**config.mk**
```make
export PLATFORM = sky130hd
export DESIGN_NAME = pci_slot_interrupt_combiner
export DESIGN_NICKNAME = d
export VERILOG_FILES = /design/src/core/irq_combiner_pkg.sv /design/src/core/pci_slot_interrupt_combiner.sv /design/src/core/slot_priority.sv /design/src/core/sync_stage.sv
export SDC_FILE = /design/constraint.sdc
export NUM_CORES = 1
export LEC_CHECK = 0
export BUFFER_PORTS_ARGS = -buffer_cell sky130_fd_sc_hd__buf_2
export CORE_MARGIN = 4
export CORE_UTILIZATION = 53
export DETAILED_ROUTE_END_ITERATION = 7
export PLACE_DENSITY = 0.79
export SYNTH_ARGS = -nofsm -noshare
export SYNTH_HDL_FRONTEND = slang
export SYNTH_SLANG_ARGS = --single-unit
```
**constraint.sdc**
```tcl
create_clock -name clk_i -period 2.4 [get_ports clk_i]
set_clock_uncertainty 0.1 [all_clocks]
set_input_delay 0.12 -clock clk_i [delete_from_list [all_inputs] [get_ports clk_i]]
set_output_delay 0.12 -clock clk_i [all_outputs]
set_load 0.01 [all_outputs]
```
**src/core/irq_combiner_pkg.sv**
```systemverilog
package irq_combiner_pkg;

    // ---------------------------------------------------------------
    // Geometry
    // ---------------------------------------------------------------
    localparam int SLOT_COUNT     = 3;
    localparam int LINES_PER_SLOT = 4;
    localparam int SOURCE_COUNT   = SLOT_COUNT * LINES_PER_SLOT;
    localparam int SLOT_IDX_W     = 2;

    // ---------------------------------------------------------------
    // Local bus
    // ---------------------------------------------------------------
    localparam int BUS_DATA_W = 32;
    localparam int BUS_ADDR_W = 3;

    localparam logic [BUS_ADDR_W-1:0] SLOT_INTERRUPT_PENDING_OFS = 3'h0;
    localparam logic [BUS_ADDR_W-1:0] SLOT_INTERRUPT_MASK_OFS    = 3'h4;

    localparam logic [SOURCE_COUNT-1:0] PENDING_RESET = 12'h000;
    localparam logic [SOURCE_COUNT-1:0] MASK_RESET    = 12'h000;
    localparam logic [BUS_DATA_W-1:0]   READ_IDLE     = 32'h0000_0000;

    // ---------------------------------------------------------------
    // Access sequencer
    // ---------------------------------------------------------------
    typedef enum logic [1:0] {
        ACC_IDLE   = 2'b00,
        ACC_SETTLE = 2'b01,
        ACC_HOLD   = 2'b10
    } acc_state_t;

endpackage

```
**src/core/pci_slot_interrupt_combiner.sv**
```systemverilog
`timescale 1ns/1ps

// Function
// - Twelve active-low slot request lines accepted
// - One combined interrupt request to host
// - Registers answer only own chip select
// - Fixed slot priority, slot zero first
// - Shared line sets three unmasked pending bits
// - Pending register readable at offset zero
// - Pending bit map by slot, reset zero
// - Mask register read/write at offset four
// - Mask blocks pending set and output
// - Mask same map, one masks, reset zero
module pci_slot_interrupt_combiner
    import irq_combiner_pkg::*;
#(
    parameter int SLOTS = irq_combiner_pkg::SLOT_COUNT,
    parameter int LINES = irq_combiner_pkg::LINES_PER_SLOT
) (
    input  wire logic                                   clk_i,
    input  wire logic                                   rst_i,
    input  wire logic [irq_combiner_pkg::SOURCE_COUNT-1:0] slot_req_n_i,
    input  wire logic                                   ctrl_chip_select_n_i,
    input  wire logic                                   bus_write_n_i,
    input  wire logic [irq_combiner_pkg::BUS_ADDR_W-1:0] bus_addr_i,
    input  wire logic [irq_combiner_pkg::BUS_DATA_W-1:0] bus_data_i,
    output logic      [irq_combiner_pkg::BUS_DATA_W-1:0] bus_data_o,
    output logic                                        bus_data_oe_o,
    output logic                                        combined_irq_out_n_o,
    output logic      [irq_combiner_pkg::SLOT_IDX_W-1:0] top_slot_o
);
    import irq_combiner_pkg::*;

    localparam int SRC = SLOTS * LINES;
    localparam int BUS_IN_W = 2 + BUS_ADDR_W + BUS_DATA_W;

    // ---------------------------------------------------------------
    // Pin synchronisers
    // ---------------------------------------------------------------
    logic [SRC-1:0]        req_n_s;
    logic [BUS_IN_W-1:0]   bus_raw;
    logic [BUS_IN_W-1:0]   bus_s;
    logic                  cs_active;
    logic                  wr_active;
    logic [BUS_ADDR_W-1:0] addr_s;
    logic [BUS_DATA_W-1:0] data_s;

    sync_stage #(
        .WIDTH     (SRC),
        .RESET_VAL ({SRC{1'b1}})
    ) u_req_sync (
        .clk_i   (clk_i),
        .rst_i   (rst_i),
        .async_i (slot_req_n_i),
        .sync_o  (req_n_s)
    );

    assign bus_raw = {ctrl_chip_select_n_i, bus_write_n_i, bus_addr_i, bus_data_i};

    // Strobes idle high; address and data idle zero
    sync_stage #(
        .WIDTH     (BUS_IN_W),
        .RESET_VAL ({2'b11, {(BUS_IN_W-2){1'b0}}})
    ) u_bus_sync (
        .clk_i   (clk_i),
        .rst_i   (rst_i),
        .async_i (bus_raw),
        .sync_o  (bus_s)
    );

    assign cs_active = ~bus_s[BUS_IN_W-1];
    assign wr_active = ~bus_s[BUS_IN_W-2];
    assign addr_s    = bus_s[BUS_DATA_W +: BUS_ADDR_W];
    assign data_s    = bus_s[BUS_DATA_W-1:0];

    // ---------------------------------------------------------------
    // Shared line routing
    // ---------------------------------------------------------------
    // Slot s pin p lands on shared line (p + s) mod LINES, so every
    // shared line carries one pin of each slot.
    logic [LINES-1:0] shared_line;
    logic [SRC-1:0]   line_hit;

    always_comb begin
        shared_line = '0;
        for (int s = 0; s < SLOTS; s++) begin
            for (int p = 0; p < LINES; p++) begin
                if (!req_n_s[s*LINES + p]) begin
                    shared_line[(p + s) % LINES] = 1'b1;
                end
            end
        end
    end

    // One asserted shared line marks all its slot candidates
    always_comb begin
        line_hit = '0;
        for (int s = 0; s < SLOTS; s++) begin
            for (int p = 0; p < LINES; p++) begin
                line_hit[s*LINES + p] = shared_line[(p + s) % LINES];
            end
        end
    end

    // ---------------------------------------------------------------
    // Access sequencer
    // ---------------------------------------------------------------
    // Address and data pass the same two flops as the strobes, but a
    // skewed pin can still land one cycle late; SETTLE waits that out.
    acc_state_t            state;
    acc_state_t            next_state;
    logic                  do_write;
    logic                  do_read;
    logic [BUS_ADDR_W-1:0] acc_addr;
    logic [BUS_ADDR_W-1:0] next_acc_addr;
    logic                  acc_is_read;
    logic                  next_acc_is_read;
    logic [BUS_ADDR_W-1:0] sel_addr;

    always_comb begin
        next_state = state;
        do_write   = 1'b0;
        do_read    = 1'b0;
        case (state)
            ACC_IDLE: begin
                if (cs_active) begin
                    next_state = ACC_SETTLE;
                end
            end
            ACC_SETTLE: begin
                if (!cs_active) begin
                    next_state = ACC_IDLE;
                end else begin
                    do_write   = wr_active;
                    do_read    = ~wr_active;
                    next_state = ACC_HOLD;
                end
            end
            ACC_HOLD: begin
                do_read = cs_active & acc_is_read;
                if (!cs_active) begin
                    next_state = ACC_IDLE;
                end
            end
            default: begin
                next_state = ACC_IDLE;
            end
        endcase
    end

    always_ff @(posedge clk_i) begin
        if (rst_i) begin
            state <= ACC_IDLE;
        end else begin
            state <= next_state;
        end
    end

    // ---------------------------------------------------------------
    // Access capture
    // ---------------------------------------------------------------
    // Taken once in SETTLE: a held select keeps reading the same
    // register even if the address pins wander afterwards.
    always_comb begin
        next_acc_addr    = acc_addr;
        next_acc_is_read = acc_is_read;
        if (state == ACC_SETTLE && cs_active) begin
            next_acc_addr    = addr_s;
            next_acc_is_read = ~wr_active;
        end
    end

    always_ff @(posedge clk_i) begin
        if (rst_i) begin
            acc_addr    <= '0;
            acc_is_read <= 1'b0;
        end else begin
            acc_addr    <= next_acc_addr;
            acc_is_read <= next_acc_is_read;
        end
    end

    // ---------------------------------------------------------------
    // Mask and pending registers
    // ---------------------------------------------------------------
    logic [SRC-1:0] mask;
    logic [SRC-1:0] pending;
    logic [SRC-1:0] next_mask;
    logic [SRC-1:0] next_pending;
    logic [SRC-1:0] clear_bits;
    logic           hit_pending;
    logic           hit_mask;

    // SETTLE decodes the pins, HOLD the captured copy
    assign sel_addr    = (state == ACC_HOLD) ? acc_addr : addr_s;
    assign hit_pending = (sel_addr == SLOT_INTERRUPT_PENDING_OFS);
    assign hit_mask    = (sel_addr == SLOT_INTERRUPT_MASK_OFS);

    always_comb begin
        next_mask  = mask;
        clear_bits = '0;
        if (do_write && hit_mask) begin
            next_mask = data_s[SRC-1:0];
        end
        // Write one to clear lets software drop the false candidates
        if (do_write && hit_pending) begin
            clear_bits = data_s[SRC-1:0];
        end
        // A new request in the clearing cycle survives: set wins
        next_pending = (pending & ~clear_bits) | (line_hit & ~mask);
    end

    always_ff @(posedge clk_i) begin
        if (rst_i) begin
            mask    <= MASK_RESET;
            pending <= PENDING_RESET;
        end else begin
            mask    <= next_mask;
            pending <= next_pending;
        end
    end

    // ---------------------------------------------------------------
    // Read data and data pin drive
    // ---------------------------------------------------------------
    logic [BUS_DATA_W-1:0] rd_data;
    logic [BUS_DATA_W-1:0] next_rd_data;
    logic                  drive;
    logic                  next_drive;

    // Unmapped offsets read zero but still drive, so the host never
    // latches a floating bus
    always_comb begin
        next_rd_data = READ_IDLE;
        next_drive   = do_read;
        if (do_read) begin
            if (hit_pending) begin
                next_rd_data = {{(BUS_DATA_W-SRC){1'b0}}, pending};
            end else if (hit_mask) begin
                next_rd_data = {{(BUS_DATA_W-SRC){1'b0}}, mask};
            end
        end
    end

    always_ff @(posedge clk_i) begin
        if (rst_i) begin
            rd_data <= READ_IDLE;
            drive   <= 1'b0;
        end else begin
            rd_data <= next_rd_data;
            drive   <= next_drive;
        end
    end

    assign bus_data_o    = rd_data;
    assign bus_data_oe_o = drive;

    // ---------------------------------------------------------------
    // Combined request and slot priority
    // ---------------------------------------------------------------
    logic                  any_live;
    logic [SLOT_IDX_W-1:0] win_slot;
    logic                  irq;
    logic                  next_irq;
    logic [SLOT_IDX_W-1:0] top_slot;
    logic [SLOT_IDX_W-1:0] next_top_slot;
    logic [SRC-1:0]        live_src;

    // Pending and unmasked: the only sources allowed to raise the output
    assign live_src = pending & ~mask;

    slot_priority #(
        .SLOTS (SLOTS),
        .LINES (LINES),
        .IDX_W (SLOT_IDX_W)
    ) u_prio (
        .active_i (live_src),
        .any_o    (any_live),
        .slot_o   (win_slot)
    );

    // Slot index is advisory; the single output carries no priority
    always_comb begin
        next_irq      = any_live;
        next_top_slot = win_slot;
    end

    always_ff @(posedge clk_i) begin
        if (rst_i) begin
            irq      <= 1'b0;
            top_slot <= '0;
        end else begin
            irq      <= next_irq;
            top_slot <= next_top_slot;
        end
    end

    assign combined_irq_out_n_o = ~irq;
    assign top_slot_o           = top_slot;

endmodule

```
**src/core/slot_priority.sv**
```systemverilog
`timescale 1ns/1ps

module slot_priority #(
    parameter int SLOTS  = 3,
    parameter int LINES  = 4,
    parameter int IDX_W  = 2
) (
    input  wire logic [SLOTS*LINES-1:0] active_i,
    output logic                        any_o,
    output logic      [IDX_W-1:0]       slot_o
);

    // ---------------------------------------------------------------
    // Fixed priority: lowest slot number wins
    // ---------------------------------------------------------------
    always_comb begin
        any_o  = 1'b0;
        slot_o = '0;
        for (int s = SLOTS - 1; s >= 0; s--) begin
            if (|active_i[s*LINES +: LINES]) begin
                any_o  = 1'b1;
                slot_o = IDX_W'(s);
            end
        end
    end

endmodule

```
**src/core/sync_stage.sv**
```systemverilog
`timescale 1ns/1ps

module sync_stage #(
    parameter int              WIDTH     = 1,
    parameter logic [WIDTH-1:0] RESET_VAL = '0
) (
    input  wire logic             clk_i,
    input  wire logic             rst_i,
    input  wire logic [WIDTH-1:0] async_i,
    output logic      [WIDTH-1:0] sync_o
);

    // ---------------------------------------------------------------
    // Two-flop synchroniser; first stage feeds only the second
    // ---------------------------------------------------------------
    logic [WIDTH-1:0] meta;
    logic [WIDTH-1:0] next_meta;
    logic [WIDTH-1:0] next_sync;

    always_comb begin
        next_meta = async_i;
        next_sync = meta;
    end

    always_ff @(posedge clk_i) begin
        if (rst_i) begin
            meta   <= RESET_VAL;
            sync_o <= RESET_VAL;
        end else begin
            meta   <= next_meta;
            sync_o <= next_sync;
        end
    end

endmodule

```
==> impl_metrics.toml, run 1 <==
[outcome]
outcome = "finished, final reports clean"

[routing]
wirelength_mm = 6.27
post_drt_via_cell_ratio = 4.62
wl_per_cell_um = 11.5
drc_errors = 0
via_count = 2524
first_pass_iters = 5
drt_iter0_drc = 160
drtAntennaViolNets = 0

[power]
power_leakage_nw = 1.84
peakVddDrop_mv = 0.402
p_per_area_mw_per_mm2 = 711

[synthesis]
synth_cell_types = 32
yosysWarnings = 0
synthTopCellsByCount = "dfxtp_1 (104), nor2b_1 (49), nand2b_1 (28), or2_2 (28), nand2_1 (25)"
seq_area_frac_synth_pct = 55.1
synth_enable_flop_cells = 0
ys_async_sr_fraction_pct = 0
syn_area_sq_mm = 0.00378
synth_xor_area_share_pct = 0
yosys.area.top_type = "dfxtp_1"
netlist.area_leader.share_pct = 55.1
syn_avg_cell_area_sq_um = 10.1
synth_top_family_by_area = "simple AND/OR/NAND/NOR gates"
muxShareOfSynthArea_pct = 5.06
synth_most_common_cell = "dfxtp_1"
synth_compound_area_share_pct = 9.17
synth_seq_cells = 104
synth_ff_type = "dfxtp_1"
synthAdderAreaFrac_pct = 0.993
yosys-top-cells-area = "dfxtp_1 (55%), nor2b_1 (8.1%), mux2i_1 (4.8%)"
yosys.area_share.simple_pct = 22.9
postSynthCellCount = 373

[hold_path]
holdPathStages = 1
whs_endpoint = "u_req_sync.sync_o[5]$_SDFF_PP1_"
holdCritStartpoint = "u_req_sync.meta[5]$_SDFF_PP1_"
min_path_type = "flip-flop to flip-flop"

[clock_tree]
root_buffer = "clkbuf_8"
clock_path_buffers = 2
cts_max_level = 3
cts_buffers = 9
cts.sinks = 104
clk_latency_ns = 0.36
cts_tree = "yes"
post_cts_buffers = 0
path_clk_slew_ns = 0.09

[finish]
regArea_sq_mm = 0.00208
area_delta_synth_final_pct = 19.7
finalNonFillerCells = 546
n_antenna_cell = 0
fill_cells = 538
multiInputGateArea_sq_mm = 0.00152
drive_gt1_share_pct = 22.4
fin_nets = 499
final_util_pct = 65.9

[sta]
slew_headroom_pct = 45.1
rsz0062_at_grt = "false"
setup-tns-final_ns = 0
hold_slack_ns = 0.309
maxSlewViolCount = 0
period_minus_slack_ns = 2.16
setup_slack_ns = 0.239
setup_viol = 0
hold_viol = 0
fmax_ghz = 0.463
fin_crit_sh_pct = 90.0
tightest_slew_ns = 0.823

[critical_path]
criticalPathCategory = "flip-flop to flip-flop"
start_kind = "flip-flop"
ff2ff_path_depth = 6
r2r_start = "state[0]$_SDFFE_PP0P_"
slowest_delay_ns = 0.45
r2r_end = "mask[2]$_SDFFE_PP0P_"
worstSetupEndpointType = "flip-flop"
cp_data_required_time_ns = 2.58
critPathMaxFanout = 12
crit_chain = "inv_1 -> ha_2 -> or3b_4 -> a2111oi_4 -> buf_4 -> mux2i_1"
critPathSlowestCell = "or3b_4"
arrival_ns = 2.34
rrSetupSlack_ns = 0.24

[placement]
port_buffers = 46
gp_congestion = 0.735
hpwlAfterDp_mm = 4.08
pre_cts_ws_ns = 0.162
dp_cells = 500

[grt]
grtUsageTotal_pct = 15.9
antenna_found_initial = 0
grt_pass1_vias = 2423
grt_overflow = 0
grt_first_pass_wirelength_mm = 10.8
grt_max_degree = 104

[floorplan]
fp.dieH_um = 92.5
coreArea_sq_mm = 0.00687
top_level_ports = 87
initial_core_util_pct = 55.0
die_x_um = 92.5
dieArea_sq_mm = 0.00855
rows = 30

[job]
cap_violations = 0
==> per-stage QoR <==
stage | instance area, sq um | total power [mW]
after detailed placement | 4000 | 2.07
after global placement | 4000 | 2.06
final | 4520 | 3.22
after global routing | 4520 | 3.35
after CTS | 4520 | 3.25
after floorplan | 3850 | 2.04
==> worst max path at each step <==
| stage | startpoint | to | depth (start not counted) |
|---|---|---|---|
| 5_1_grt | state[0]$_SDFFE_PP0P_ | mask[2]$_SDFFE_PP0P_ | 6 |
| 3_5_place_dp | state[0]$_SDFFE_PP0P_ | mask[9]$_SDFFE_PP0P_ | 6 |
| 4_1_cts | state[0]$_SDFFE_PP0P_ | mask[9]$_SDFFE_PP0P_ | 6 |
| 6_report | state[0]$_SDFFE_PP0P_ | mask[2]$_SDFFE_PP0P_ | 6 |
| 3_3_place_gp | state[0]$_SDFFE_PP0P_ | pending[11]$_SDFF_PP0_ | 6 |
| 2_1_floorplan | state[0]$_SDFFE_PP0P_ | mask[10]$_SDFFE_PP0P_ | 7 |
==> logic make-up (layout without fill, tap and decap cells) <==
group / Yosys count / after routing
DFF: 104 / 104
adders and majority gates: 3 / 3
buffers and inverters: 44 / 102
and+or+nand+nor: 154 / 154
muxes: 19 / 19
other: 1 / 20
AOI/OAI and AO/OA: 48 / 48
==> final cells by class <==
cell class              count  area share (%)
clock inverters             7            2.10
well taps                  96            2.65
clock buffers               9            2.74
flip-flops and latches    104            46.0
repair buffers             80            12.4
inverters                   6           0.498
multi-input cells         244            33.6
==> report_power, final <==
group          leakage, nW  switching [mW]  internal (mW)
logic                0.871           0.109          0.130
clock network        0.110           0.560          0.589
registers            0.855          0.0355           1.79
==> critical path: cells and delay by family, from the launching register on <==
kind                     cells  cell delay, ns
buffers and inverters        2            0.40
adder cells (fa/ha/maj)      1            0.29
AO/OA/AOI/OAI                1            0.30
flip-flops                   1            0.33
multiplexers                 1            0.21
AND/OR/NAND/NOR              1            0.45
==> sequential cells by signal (all words and copies together) (netlist names) <==
register and flops:
pending 12, u_req_sync.sync_o 12, top_slot_o 2, acc_addr 3
u_bus_sync.meta 17, bus_data_oe_o 1, irq 1, state 2
bus_data_o 12, mask 12, u_bus_sync.sync_o 17, acc_is_read 1
u_req_sync.meta 12
==> timing repair <==
item                                   CTS  global route
resized for setup                        0             1
setup endpoints to repair                0             1
endpoints found under the hold margin   30             0
hold buffers                            30             0
==> placed cells by master (no fill, tap or decap), types with 13 or more instances in the layout <==
cell type / instances
nor2_1: 19
a21oi_1: 13
buf_2: 46
or2_2: 28
nand2_1: 25
dlygate4sd3_1: 30
mux2i_1: 18
nand2b_1: 28
conb_1: 20
a31oi_1: 13
nor2b_1: 49
dfxtp_1: 104
==> layer usage <==
layer,track usage [%],routed length (um),up-vias
li1,-,-,1325
met1,19.7,2930,1124
met2,25.7,2850,62
met3,3.98,319,13
met4,8.04,163,0
met5,0,0,-
Note: power is estimated with default switching activity, not from simulation.
==> run 2, diff against run 1 <==
--- a/config.mk
+++ b/config.mk
@@ -6,10 +6,13 @@
 export NUM_CORES = 1
 export LEC_CHECK = 0
 export BUFFER_PORTS_ARGS = -buffer_cell sky130_fd_sc_hd__buf_2
+export CELL_PAD_IN_SITES_DETAIL_PLACEMENT = 1
+export CELL_PAD_IN_SITES_GLOBAL_PLACEMENT = 1
 export CORE_MARGIN = 4
-export CORE_UTILIZATION = 53
+export CORE_UTILIZATION = 40
 export DETAILED_ROUTE_END_ITERATION = 7
-export PLACE_DENSITY = 0.79
+export GPL_TIMING_DRIVEN = 0
+export PLACE_DENSITY = 0.78
 export SYNTH_ARGS = -nofsm -noshare
 export SYNTH_HDL_FRONTEND = slang
 export SYNTH_SLANG_ARGS = --single-unit
==> impl_metrics.toml, run 2 (synthesis gave the netlist of run 1 again) <==
[outcome]
outcome = "finished, final reports clean"

[clock_tree]
cts_buffers = 9
cts_tree = "yes"
path_clk_slew_ns = 0.11
root_buffer = "clkbuf_8"
clk_latency_ns = 0.38
cts_max_level = 3
post_cts_buffers = 0
clock_path_buffers = 2
cts.sinks = 104

[floorplan]
top_level_ports = 87
dieArea_sq_mm = 0.0111
rows = 35
fp.dieH_um = 105
initial_core_util_pct = 40.9
coreArea_sq_mm = 0.00924
die_x_um = 105

[routing]
via_count = 2785
first_pass_iters = 4
drt_iter0_drc = 68
drc_errors = 0
drtAntennaViolNets = 0
post_drt_via_cell_ratio = 4.54
wl_per_cell_um = 14.6
wirelength_mm = 8.97

[finish]
area_delta_synth_final_pct = 26.2
finalNonFillerCells = 613
final_cell_area_sq_mm = 0.00477
drive_gt1_share_pct = 24.6
fill_cells = 1065
top_regs = "u_bus_sync.meta x17, u_bus_sync.sync_o x17"
n_antenna_cell = 0
layout_commonest_cell = "dfxtp_1"
final_cell_mix = "dfxtp_1 (104), nor2b_1 (49), buf_2 (46)"
fin_nets = 533

[hold_path]
holdPathStages = 1
min_path_type = "flip-flop to flip-flop"

[grt]
grtUsageTotal_pct = 16.8
grt_overflow = 0
grt_first_pass_wirelength_mm = 14.5
grt_pass1_vias = 3039
antenna_found_initial = 0
grt_max_degree = 20

[critical_path]
rrSetupSlack_ns = 0.11
worstSetupEndpointType = "flip-flop"
criticalPathCategory = "flip-flop to flip-flop"
arrival_ns = 2.49
critPathMaxFanout = 10
ff2ff_path_depth = 7
cp_data_required_time_ns = 2.60
start_kind = "flip-flop"

[power]
combPwrFrac_pct = 8.8
p_int_mw = 2.45
peakVddDrop_mv = 0.362
seqPwrFrac_pct = 56.2
p_per_area_mw_per_mm2 = 684
p_clk_share_pct = 35.0
swShare_pct = 24.9
power_mw = 3.26
p_switching_mw = 0.811
power_leakage_nw = 1.96

[placement]
dp_cells = 567
port_buffers = 46
place_area_sq_mm = 0.00424
gp_congestion = 0.780
hpwlAfterDp_mm = 6.20

[sta]
hold_viol = 0
fin_crit_sh_pct = 95.5
maxSlewViolCount = 0
tightest_slew_ns = 0.796
period_minus_slack_ns = 2.29
slew_headroom_pct = 45.5
setup_viol = 0
rsz0062_at_grt = "false"
fmax_ghz = 0.436

[job]
cap_violations = 0
run 2: changes by cell type in the layout (fill, tap and decap cells not counted), sizes merged:
| cell | delta |
|---|---|
| inv | +3 |
| buf | +19 |
| clkinvlp | -1 |
| clkbuf | +15 |
| bufinv | -1 |
| clkinv | -1 |
run 2: power groups by stage:
stage / Sequential, mW / Clock (mW) / Combinational, mW
after floorplan: 1.86 / 0 / 0.178
after global placement: 1.87 / 0 / 0.235
after detailed placement: 1.87 / 0 / 0.246
after CTS: 1.83 / 1.17 / 0.285
after global routing: 1.84 / 1.25 / 0.320
final: 1.83 / 1.14 / 0.287
run 2: cell type report:
type,count,area [sq um],share of cell area [%]
Inverter,6,22.5,0.472
Clock inverter,7,85.1,1.78
Buffer,38,236,4.96
Tap cell,129,161,3.38
Clock buffer,9,124,2.60
Timing Repair Buffer,76,531,11.1
Sequential cell,104,2080,43.6
Multi-Input combinational cell,244,1530,32.1
run 2: repair_timing:
action | CTS | global route
hold endpoints to repair | 30 | 0
hold buffers | 30 | 0
endpoints found under the setup margin | 10 | 10
resized for setup | 1 | 2
pin swaps | 0 | 1
gates cloned | 0 | 0
run 2: per-stage QoR:
| step | setup TNS [ns] | hold slack [ns] | utilization [%] | worst slack [ns] |
|---|---|---|---|---|
| after floorplan | 0 | 0.124 | - | 0.341 |
| after global placement | 0 | 0.203 | 45.9 | 0.0687 |
| after detailed placement | -0.0313 | 0.206 | 45.9 | -0.0163 |
| after CTS | 0 | 0.318 | 51.5 | 0.0241 |
| after global routing | 0 | 0.329 | 51.6 | 0.00808 |
| final | 0 | 0.313 | 51.6 | 0.108 |
run 2: metal layers:
metal / vias to the layer above / wire, um / GRT usage [%]
met1: 1314 / 3800 / 18.3
li1: 1399 / - / -
met5: - / 0 / 0
met4: 0 / 205 / 8.53
met3: 15 / 298 / 3.18
met2: 57 / 4660 / 30.6
run 2: critical path, stage by stage (launching register included):
cell and delay, ns:
dfxtp_1 0.34, inv_1 0.08, ha_1 0.17, buf_6 0.14, or3b_4 0.43, a2111oi_4 0.47
buf_6 0.25, mux2i_1 0.21
run 2: path summary, 6_finish.rpt:
path / to / from
worst min register to register: u_req_sync.sync_o[5]$_SDFF_PP1_ / u_req_sync.meta[5]$_SDFF_PP1_
worst max-delay path: mask[3]$_SDFFE_PP0P_ / state[0]$_SDFFE_PP0P_
worst max register to register: mask[3]$_SDFFE_PP0P_ / state[0]$_SDFFE_PP0P_
worst min-delay path: u_req_sync.sync_o[5]$_SDFF_PP1_ / u_req_sync.meta[5]$_SDFF_PP1_
